===== config.mk =====
export PLATFORM = sky130hd
export DESIGN_NAME = mad_host_flat
export DESIGN_NICKNAME = d
export VERILOG_FILES = /design/src/mad_pkg.sv /design/src/mad_link_if.sv /design/src/mad_host.sv /design/src/flat_wrapper.sv
export SDC_FILE = /design/constraint.sdc
export NUM_CORES = 2
export LEC_CHECK = 0
export BUFFER_PORTS_ARGS = -buffer_cell sky130_fd_sc_hd__buf_2
export CORE_MARGIN = 1.5
export CORE_UTILIZATION = 60
export CTS_CLUSTER_DIAMETER = 150
export CTS_CLUSTER_SIZE = 10
export DETAILED_ROUTE_END_ITERATION = 8
export GPL_TIMING_DRIVEN = 0
export PLACE_DENSITY = 0.77
export SLEW_MARGIN = 20
export SYNTH_ARGS = -nofsm -noshare
export SYNTH_HDL_FRONTEND = slang
export SYNTH_SLANG_ARGS = --single-unit

===== constraint.sdc =====
create_clock -name clk -period 10.05 [get_ports clk]
set_clock_uncertainty 0.15 [all_clocks]
set_input_delay 0.5025 -clock clk [delete_from_list [all_inputs] [get_ports clk]]
set_output_delay 0.5025 -clock clk [all_outputs]
set_load 0.01 [all_outputs]

===== src/mad_pkg.sv =====
// Purpose: Shared constants, field layouts and decode helpers for the
//          module address switch decode link (field module and bus master).
// Assumes: One 50 MHz clock on both ends, synchronous active-high reset.
// Notes:   Address values are plain binary, 1 to 32, held in six bits.
`default_nettype none

package mad_pkg;

    // Address space
    localparam int unsigned ADDR_W = 6;
    localparam int unsigned SW_W = 5;
    localparam int unsigned CMD_W = 8;
    localparam logic [5:0] ADDR_MIN = 6'h01;
    localparam logic [6:0] ADDR_END = 7'h21;
    localparam logic [5:0] ALL_OFF_ADDR = 6'h20;
    localparam logic [5:0] ANALOG_SPAN = 6'h08;
    localparam logic [5:0] SINGLE_SPAN = 6'h01;

    // Module count limits per build
    localparam int unsigned MAX_MOD_8LINE = 32;
    localparam int unsigned MAX_MOD_4LINE = 16;

    // Master register offsets
    localparam logic [7:0] REG_CTRL = 8'h00;
    localparam logic [7:0] REG_STATUS = 8'h04;
    localparam logic [7:0] REG_SEEN = 8'h08;
    localparam logic [7:0] REG_SLOT_BASE = 8'h40;

    // Master register fields
    localparam int unsigned CTRL_START_BIT = 0;
    localparam int unsigned CTRL_COUNT_LSB = 8;
    localparam int unsigned CTRL_CMD_LSB = 16;
    localparam int unsigned STAT_BUSY_BIT = 0;
    localparam int unsigned STAT_ERR_BIT = 1;
    localparam int unsigned STAT_REFUSED_BIT = 2;
    localparam int unsigned SLOT_ANALOG_BIT = 6;
    localparam int unsigned SLOT_VALID_BIT = 7;

    // Values after reset
    localparam logic [5:0] RST_COUNT = 6'h00;
    localparam logic [7:0] RST_CMD = 8'h00;
    localparam logic [6:0] RST_PINS = 7'h00;

    // Timing
    localparam int unsigned CLK_NS = 20;
    localparam int unsigned RSP_WAIT_NS = 320;
    localparam int unsigned RSP_WAIT_CYC = RSP_WAIT_NS / CLK_NS;

    // Switch bank to address, all off reads as the top address
    function automatic logic [5:0] decode_addr(input logic [4:0] sw);
        return (sw == 5'h00) ? ALL_OFF_ADDR : {1'b0, sw};
    endfunction : decode_addr

    // One past the last address of a block
    function automatic logic [6:0] block_end(input logic [5:0] base, input logic analog);
        return {1'b0, base} + {1'b0, (analog ? ANALOG_SPAN : SINGLE_SPAN)};
    endfunction : block_end

    // Address falls inside a block
    function automatic logic in_block(input logic [5:0] a, input logic [5:0] base,
                                      input logic analog);
        return (a >= base) && ({1'b0, a} < block_end(base, analog));
    endfunction : in_block

    // Two blocks share any address
    function automatic logic blocks_overlap(input logic [5:0] a, input logic a_an,
                                            input logic [5:0] b, input logic b_an);
        return in_block(a, b, b_an) || in_block(b, a, a_an);
    endfunction : blocks_overlap

endpackage : mad_pkg

`default_nettype wire


===== src/mad_link_if.sv =====
// Purpose: Frame-level link between the bus master and one field module.
// Assumes: Both ends run on the same clock; signals are plain levels.
// Notes:   A request stands one cycle; an answer stands one cycle.
`default_nettype none

interface mad_link_if;

    // Master to module
    logic req_valid;
    logic [5:0] req_addr;
    logic [7:0] req_cmd;
    // Module to master
    logic rsp_valid;
    logic [5:0] rsp_addr;
    logic [7:0] rsp_data;

    // Field module end
    modport device (
        input req_valid, req_addr, req_cmd,
        output rsp_valid, rsp_addr, rsp_data
    );

    // Bus master end
    modport host (
        output req_valid, req_addr, req_cmd,
        input rsp_valid, rsp_addr, rsp_data
    );

endinterface : mad_link_if

`default_nettype wire


===== src/mad_host.sv =====
// Purpose: Bus master end: holds a slot table of module addresses, checks
//          it for clashes and polls each configured module in turn.
// Assumes: Register port strobes are one cycle; read data the cycle after.
// Notes:   A poll waits a bounded time for each answer.
`default_nettype none

module mad_host #(
    // Table depth
    parameter int unsigned NUM_SLOTS = 32,
    // Build: 8 or 4 lines
    parameter int unsigned LINES = 8,
    // Answer wait in cycles
    parameter int unsigned RSP_WAIT = mad_pkg::RSP_WAIT_CYC
) (
    // Clock, reset and enable
    input wire logic clk,
    input wire logic rst,
    input wire logic ce,
    // Register port
    input wire logic [7:0] reg_addr,
    input wire logic [31:0] reg_wdata,
    input wire logic reg_wr,
    input wire logic reg_rd,
    output logic [31:0] reg_rdata,
    // Status
    output logic poll_busy,
    output logic cfg_error,
    // Link to modules
    mad_link_if.host link
);

    // Accepted module limit for this build
    localparam logic [5:0] MAX_MODS = 6'((LINES == 8) ? mad_pkg::MAX_MOD_8LINE
                                                    : mad_pkg::MAX_MOD_4LINE);

    // Poll sequencer states
    typedef enum logic [1:0] {H_IDLE, H_ISSUE, H_WAIT} mad_host_fsm_t;

    // All state of the module
    typedef struct packed {
        logic [NUM_SLOTS-1:0][7:0] slot;  // Valid, analog, address
        logic [NUM_SLOTS-1:0] seen;       // Answer received per slot
        logic [5:0] count;                // Slots to poll
        logic [7:0] cmd;                  // Command byte sent
        logic err;                        // Clash or bad address, sticky
        logic refused;                    // Start refused, sticky
        mad_host_fsm_t fsm;               // Sequencer
        logic [5:0] idx;                  // Current slot
        logic [7:0] timer;                // Answer wait
        logic req_valid;                  // Request strobe
        logic [5:0] req_addr;             // Request address
        logic [31:0] rdata;               // Read data
    } mad_host_state_t;

    mad_host_state_t st;       // Registered state
    mad_host_state_t next_st;  // Next state

    logic [7:0] sdiff;         // Offset into the slot window
    logic [5:0] widx;          // Addressed slot
    logic slot_hit;            // Access lands in the slot window
    logic [7:0] cur;           // Current slot entry

    // Next-state logic
    always_comb begin
        next_st = st;
        sdiff = reg_addr - mad_pkg::REG_SLOT_BASE;
        widx = sdiff[7:2];
        slot_hit = (reg_addr >= mad_pkg::REG_SLOT_BASE) && (sdiff[1:0] == 2'b00) &&
                   (widx < 6'(NUM_SLOTS));
        cur = st.slot[st.idx[4:0]];
        next_st.req_valid = 1'b0;
        next_st.rdata = '0;

        // Register reads, data in the following cycle
        if (reg_rd) begin
            if (reg_addr == mad_pkg::REG_CTRL) begin
                next_st.rdata[mad_pkg::CTRL_COUNT_LSB +: 6] = st.count;
                next_st.rdata[mad_pkg::CTRL_CMD_LSB +: 8] = st.cmd;
            end else if (reg_addr == mad_pkg::REG_STATUS) begin
                next_st.rdata[mad_pkg::STAT_BUSY_BIT] = (st.fsm != H_IDLE);
                next_st.rdata[mad_pkg::STAT_ERR_BIT] = st.err;
                next_st.rdata[mad_pkg::STAT_REFUSED_BIT] = st.refused;
            end else if (reg_addr == mad_pkg::REG_SEEN) begin
                next_st.rdata[NUM_SLOTS-1:0] = st.seen;
            end else if (slot_hit) begin
                next_st.rdata[7:0] = st.slot[widx[4:0]];
            end
        end

        // Error and refused status flags clear on write of one
        if (reg_wr && reg_addr == mad_pkg::REG_STATUS) begin
            if (reg_wdata[mad_pkg::STAT_ERR_BIT]) begin
                next_st.err = 1'b0;
            end
            if (reg_wdata[mad_pkg::STAT_REFUSED_BIT]) begin
                next_st.refused = 1'b0;
            end
        end

        // Slot write with range and clash checks, a set beats a clear
        if (reg_wr && slot_hit && st.fsm == H_IDLE) begin
            next_st.slot[widx[4:0]] = reg_wdata[7:0];
            if (reg_wdata[mad_pkg::SLOT_VALID_BIT]) begin
                if (reg_wdata[5:0] < mad_pkg::ADDR_MIN ||
                    mad_pkg::block_end(reg_wdata[5:0], reg_wdata[mad_pkg::SLOT_ANALOG_BIT])
                    > mad_pkg::ADDR_END) begin
                    next_st.err = 1'b1;
                end
                for (int j = 0; j < NUM_SLOTS; j++) begin
                    if (j != int'(widx) && st.slot[j][mad_pkg::SLOT_VALID_BIT] &&
                        mad_pkg::blocks_overlap(reg_wdata[5:0],
                                                reg_wdata[mad_pkg::SLOT_ANALOG_BIT],
                                                st.slot[j][5:0],
                                                st.slot[j][mad_pkg::SLOT_ANALOG_BIT])) begin
                        next_st.err = 1'b1;
                    end
                end
            end
        end

        // Poll sequencer
        unique case (st.fsm)
            H_IDLE: begin
                if (reg_wr && reg_addr == mad_pkg::REG_CTRL) begin
                    next_st.count = reg_wdata[mad_pkg::CTRL_COUNT_LSB +: 6];
                    next_st.cmd = reg_wdata[mad_pkg::CTRL_CMD_LSB +: 8];
                    if (reg_wdata[mad_pkg::CTRL_START_BIT]) begin
                        // Too many modules or a bad table refuses the start
                        if (reg_wdata[mad_pkg::CTRL_COUNT_LSB +: 6] > MAX_MODS ||
                            reg_wdata[mad_pkg::CTRL_COUNT_LSB +: 6] > 6'(NUM_SLOTS) ||
                            st.err) begin
                            next_st.refused = 1'b1;
                        end else begin
                            next_st.fsm = H_ISSUE;
                            next_st.idx = '0;
                        end
                    end
                end
            end
            H_ISSUE: begin
                // End of table or next configured slot
                if (st.idx >= st.count) begin
                    next_st.fsm = H_IDLE;
                end else if (cur[mad_pkg::SLOT_VALID_BIT]) begin
                    next_st.req_valid = 1'b1;
                    next_st.req_addr = cur[5:0];
                    next_st.timer = '0;
                    next_st.fsm = H_WAIT;
                end else begin
                    next_st.seen[st.idx[4:0]] = 1'b0;
                    next_st.idx = st.idx + 6'h01;
                end
            end
            H_WAIT: begin
                // Matching answer or timeout closes the slot
                if (link.rsp_valid && link.rsp_addr == st.req_addr) begin
                    next_st.seen[st.idx[4:0]] = 1'b1;
                    next_st.idx = st.idx + 6'h01;
                    next_st.fsm = H_ISSUE;
                end else if (st.timer == 8'(RSP_WAIT - 1)) begin
                    next_st.seen[st.idx[4:0]] = 1'b0;
                    next_st.idx = st.idx + 6'h01;
                    next_st.fsm = H_ISSUE;
                end else begin
                    next_st.timer = st.timer + 8'h01;
                end
            end
        endcase
    end

    // State register with clock enable
    always_ff @(posedge clk) begin
        if (rst) begin
            st <= '0;
            st.count <= mad_pkg::RST_COUNT;
            st.cmd <= mad_pkg::RST_CMD;
            st.fsm <= H_IDLE;
        end else if (ce) begin
            st <= next_st;
        end
    end

    // Outputs straight from the state
    assign reg_rdata = st.rdata;
    assign poll_busy = (st.fsm != H_IDLE);
    assign cfg_error = st.err;
    assign link.req_valid = st.req_valid;
    assign link.req_addr = st.req_addr;
    assign link.req_cmd = st.cmd;

endmodule : mad_host

`default_nettype wire


===== src/flat_wrapper.sv =====
// flat-port wrapper written by rule: the top's interface ports become plain ports
module mad_host_flat 
#(
                  
    parameter int unsigned NUM_SLOTS = 32,
                          
    parameter int unsigned LINES = 8,
                            
    parameter int unsigned RSP_WAIT = mad_pkg::RSP_WAIT_CYC
)
  (clk, rst, ce, reg_addr, reg_wdata, reg_wr, reg_rd, reg_rdata, poll_busy, cfg_error, link_req_valid, link_req_addr, link_req_cmd, link_rsp_valid, link_rsp_addr, link_rsp_data);
  mad_link_if link_i ();
  input wire logic clk;
  input wire logic rst;
  input wire logic ce;
  input wire logic [7:0] reg_addr;
  input wire logic [31:0] reg_wdata;
  input wire logic reg_wr;
  input wire logic reg_rd;
  output logic [31:0] reg_rdata;
  output logic poll_busy;
  output logic cfg_error;
  output wire logic [$bits(link_i.req_valid)-1:0] link_req_valid;
  output wire logic [$bits(link_i.req_addr)-1:0] link_req_addr;
  output wire logic [$bits(link_i.req_cmd)-1:0] link_req_cmd;
  input wire logic [$bits(link_i.rsp_valid)-1:0] link_rsp_valid;
  input wire logic [$bits(link_i.rsp_addr)-1:0] link_rsp_addr;
  input wire logic [$bits(link_i.rsp_data)-1:0] link_rsp_data;
  assign link_req_valid = link_i.req_valid;
  assign link_req_addr = link_i.req_addr;
  assign link_req_cmd = link_i.req_cmd;
  assign link_i.rsp_valid = link_rsp_valid;
  assign link_i.rsp_addr = link_rsp_addr;
  assign link_i.rsp_data = link_rsp_data;
  mad_host #(.NUM_SLOTS(NUM_SLOTS), .LINES(LINES), .RSP_WAIT(RSP_WAIT)) u_core (.clk(clk), .rst(rst), .ce(ce), .reg_addr(reg_addr), .reg_wdata(reg_wdata), .reg_wr(reg_wr), .reg_rd(reg_rd), .reg_rdata(reg_rdata), .poll_busy(poll_busy), .cfg_error(cfg_error), .link(link_i));
endmodule

==> reports/summary.md <==
The logs give 102000 um for the half-perimeter wire length after detailed placement and 30.1k for the number of global-route vias before repair. Clock transition at the register clock pins on the worst setup and hold paths after CTS: 60 ps. The region available for standard cell placement spans 55300 um2. The post-route worst setup slack was 2340 ps.

After synthesis, the largest family of logic cells by area is adder cells. In the routed layout, each cell is associated on average with a via count of 6.92. Setup repair after global routing left no endpoint under its margin. At the end of routability-driven placement, the weighted congestion stood at 1.09. The total count of max-transition violations in the final report came out at 0.

In the final design database the tool counted 4688 nets. The tightest min-delay check is of the in2reg type. Among all flip-flop cells after synthesis, the most frequent one is dfxtp_1. The share of flip-flops with an asynchronous set or reset after synthesis came out at 0.

The number of antenna violations at the first check in global routing was 7; the largest fanout of any net on the critical path was 15. The clock tree synthesis step divided the H-tree into 2 levels. The flow ran to the end, and the final reports show no timing, DRC or antenna violations. Buffers inserted during clock tree synthesis total 41. Global routing finished with a remaining overflow of 0. Counting every net in the synthesized netlist gives 4539. The post-synthesis cell count came out at 3915. For the count of nets left with antenna violations after detail routing, the log shows 0. The hold-critical path endpoint was u_core.link.req_cmd[6]. Wires add up to 136000 um.

The logs give 0.467 for the aggregate global-route resource usage and 33.4k for the total vias in the final route. Entering global routing, the biggest net connects 42 pins. Final critical-path required period: 7710 ps. For the normalized max-slew margin, the log shows 0.0690. Synthesis inferred 359 register bits. Cell depth of the worst hold path: 3. The largest total area in the synthesized netlist belongs to dfxtp_1. By area the synthesized netlist is led by dfxtp_1 (21%), ha_1 (21%), mux4_2 (8.9%), mux2i_1 (6.0%), nor2_1 (5.0%).

STA classifies the critical path startpoint as an input port. In the routed design, unresolved DRC markers number 0. Once layout is done, the placed cells without fillers occupy 36700 um2. The worst flop-to-flop path endpoint was u_core.st[44]. The number of buffer cells added on primary ports works out to 86.

The die is 240 um wide. The start of the worst register-to-register path is u_core.st[47]. Detailed-router iteration count before antenna repair: 8.

Multiplexer area fraction after synthesis: 0.150. The actual slew at the worst max-slew pin was 1400 ps; the data required time at the worst endpoint was 10340 ps. The number of maximum-capacitance violations was 0; the clock sink count was 359.

Traced cell by cell, the critical path runs through buf_2, clkbuf_1, inv_1, ha_1, inv_1, clkbuf_1, clkbuf_2, o21ai_0, a211oi_1, a22o_1, o221ai_1, a221oi_1, nand4_1, or4_1, a2111oi_2, o41ai_1. Dividing the detail-routed wire length by the instance count gives 28.2 um. The die height was 240 um. The worst-case setup slack after placement came out at 2550 ps. TritonCTS built the clock tree. The root cell of the clock tree was clkbuf_16. Endpoint type of the worst setup path: a flop. The count of placed standard cells in the final layout, fillers left out came out at 4825.

Yosys mapped a number of flops with a built-in enable equal to 0. The area growth from synthesis to layout came out at 8.68%. For the total placed cells including tap cells, the log shows 4765. For the number of cells upsized or downsized after cts, the log shows 0.

The xor/xnor share of the synthesized area was 0.0382; the first-iteration detailed-routing DRC count was 4266. The logs give 13.7 nW for the total leakage power and 0.213 for the sequential area share after synthesis. On the critical path, the stage with the largest delay is an instance of clkbuf_1.

The placed standard-cell area is 35500 um2. The area share of the largest cell type after synthesis was 0.213. The area of the die was 57700 um2.

The tools report the beginning of the worst hold path as reg_wdata[22]. The later pin in the worst-skew pair is clocked with a latency of 610 ps. The ratio of cells with drive above 1 in the final layout is 0.0942. After synthesis, the mean cell area works out to 8.62 um2. Across the VDD grid, the largest voltage drop is 0.0995 mV. The count of unique library cells instantiated by Yosys is 81.

Timing would allow up to 130 MHz. Final period utilization: 0.767. By startpoint and endpoint, the worst setup path is classified as in2reg.

The cell depth of the worst flop-to-flop path is 16, and the count of final setup violators is 0. On the worst path, the slowest cell contributes a delay of 960 ps. The synthesized netlist occupies a cell area of 33800 um2. The internal reg-to-reg setup slack was 4110 ps; the synthesized-area fraction occupied by ao, oa, aoi and oai cells was 0.179. The final number of hold-violating endpoints was 0; the data arrival at the endpoint of the critical path was 8010 ps. The run gives 0.610 as the starting density of the core.

Power spread over the standard cell area amounts to 93.1 nW/um2. The clock passes through at most 3 buffers. The basic-gate share of the synthesized area counting and, or, nand and nor cells was 0.138. Setup total negative slack on the finished layout was measured at 0 ps.

For this design the top-level I/O count stands at 109. The area share of fa/ha/maj cells after synthesis came out at 0.218. The run gives 86 as the floorplan row count. The synthesis warning total is 0. The total power after layout is 3.42 mW.

The wire length of the first global-routing pass is 197000 um.
==> cell usage after synthesis, types with 16 or more instances <==
| cell | instances |
|---|---|
| xnor2_1 | 101 |
| a21o_1 | 45 |
| or3_1 | 32 |
| a21oi_1 | 238 |
| a41oi_1 | 31 |
| nor2_1 | 447 |
| o21ai_0 | 189 |
| o31ai_1 | 32 |
| buf_1 | 23 |
| maj3_1 | 29 |
| ha_1 | 564 |
| buf_4 | 48 |
| a221oi_1 | 16 |
| mux2i_1 | 201 |
| clkbuf_1 | 163 |
| a31oi_1 | 66 |
| nor2b_1 | 23 |
| xor2_1 | 43 |
| dfxtp_1 | 359 |
| nand2_1 | 222 |
| nand3_1 | 114 |
| inv_1 | 271 |
| nand4_1 | 29 |
| a22oi_1 | 30 |
| a22o_1 | 20 |
| nand2b_1 | 46 |
| o211ai_1 | 45 |
| nor3_1 | 63 |
| a211oi_1 | 27 |
| o21a_1 | 32 |
| mux4_2 | 134 |
==> metal layers <==
metal | vias to the layer above | global-route usage | wire length [um]
li1 | 14700 | - | -
met1 | 15700 | 0.596 | 51600
met2 | 2318 | 0.664 | 54500
met3 | 621 | 0.146 | 18200
met4 | 10 | 0.329 | 11500
met5 | - | 0.0113 | 92
==> cell type report <==
cell class	count	area, um2
clock inverters	3	41.3
repair buffers	106	802
plain buffers	248	1160
inverters	274	1030
flip-flops and latches	359	7190
diodes	11	27.5
clock buffers	42	1030
multi-input cells	3034	24500
well taps	748	936
fillers	4707	18600
==> metrics by stage <==
stage,utilization,hold slack (ps)
global placement,0.635,293
CTS,0.663,3.47
detailed placement,0.643,297
finish,0.663,5.23
floorplan,-,284
global route,0.663,16.9
==> critical path: cells and delay by family <==
family	cells	cell delay, ps
adders and majority gates	1	680
buffers and inverters	6	3320
AOI/OAI and AO/OA	7	2620
and+or+nand+nor	2	830
==> worst max-delay path by stage <==
stage,start,to,slack [ps],depth (start not counted)
after floorplan,reg_wdata[6],u_core.cfg_error,4510,15
after global placement,reg_wdata[1],u_core.cfg_error,-1740,16
after detailed placement,reg_wdata[6],u_core.cfg_error,2550,16
after CTS,reg_wdata[6],u_core.cfg_error,3140,16
after global routing,reg_wdata[6],u_core.cfg_error,2800,16
final,reg_wdata[6],u_core.cfg_error,2340,16
==> kinds of logic after synthesis <==
logic type	after synthesis
AOI/OAI and AO/OA	921
xor gates and xnor gates	145
adders and majority gates	593
buffers and inverters	522
DFF	359
muxes	337
and+or+nand+nor	1038
==> cell usage in the layout (no fill, tap or decap), types with 13 or more instances in the layout <==
cell,n
ha_1,564
buf_1,16
maj3_1,29
a221oi_1,16
buf_4,53
o31ai_1,32
a21boi_0,15
mux2i_1,201
clkbuf_2,13
nand3_1,114
clkbuf_1,153
or3_1,32
buf_2,98
nand2b_1,46
o211ai_1,45
nor2b_1,23
mux4_2,134
a21o_1,45
a21oi_1,238
a41oi_1,31
xnor2_1,100
nand2_1,222
a211oi_1,27
clkbuf_16,41
nor3_1,61
a22oi_1,30
o21a_1,32
dfxtp_1,359
nand4_1,29
a22o_1,20
inv_1,270
o21ai_0,189
a211o_1,13
nor2_1,447
a31oi_1,66
xor2_1,42
==> where the power goes <==
| part | internal (mW) | switching [mW] | total, mW |
|---|---|---|---|
| logic | 0.192 | 0.430 | 0.622 |
| clock network | 0.725 | 0.644 | 1.37 |
| registers | 1.42 | 0.00131 | 1.42 |
==> registers in the layout, indices dropped and copies added, names as in the netlist, named ones only <==
name / flops
u_core.cfg_error: 1
u_core.link.req_addr: 6
u_core.link.req_cmd: 8
u_core.link.req_valid: 1
u_core.reg_rdata: 32
u_core.st: 279
==> what timing repair did <==
action / in CTS / in global routing
setup buffers: 0 / 0
hold endpoints to repair: 4 / 0
setup endpoints to repair: 0 / 0
hold buffers: 4 / 0
(Power assumes the default switching activity.)
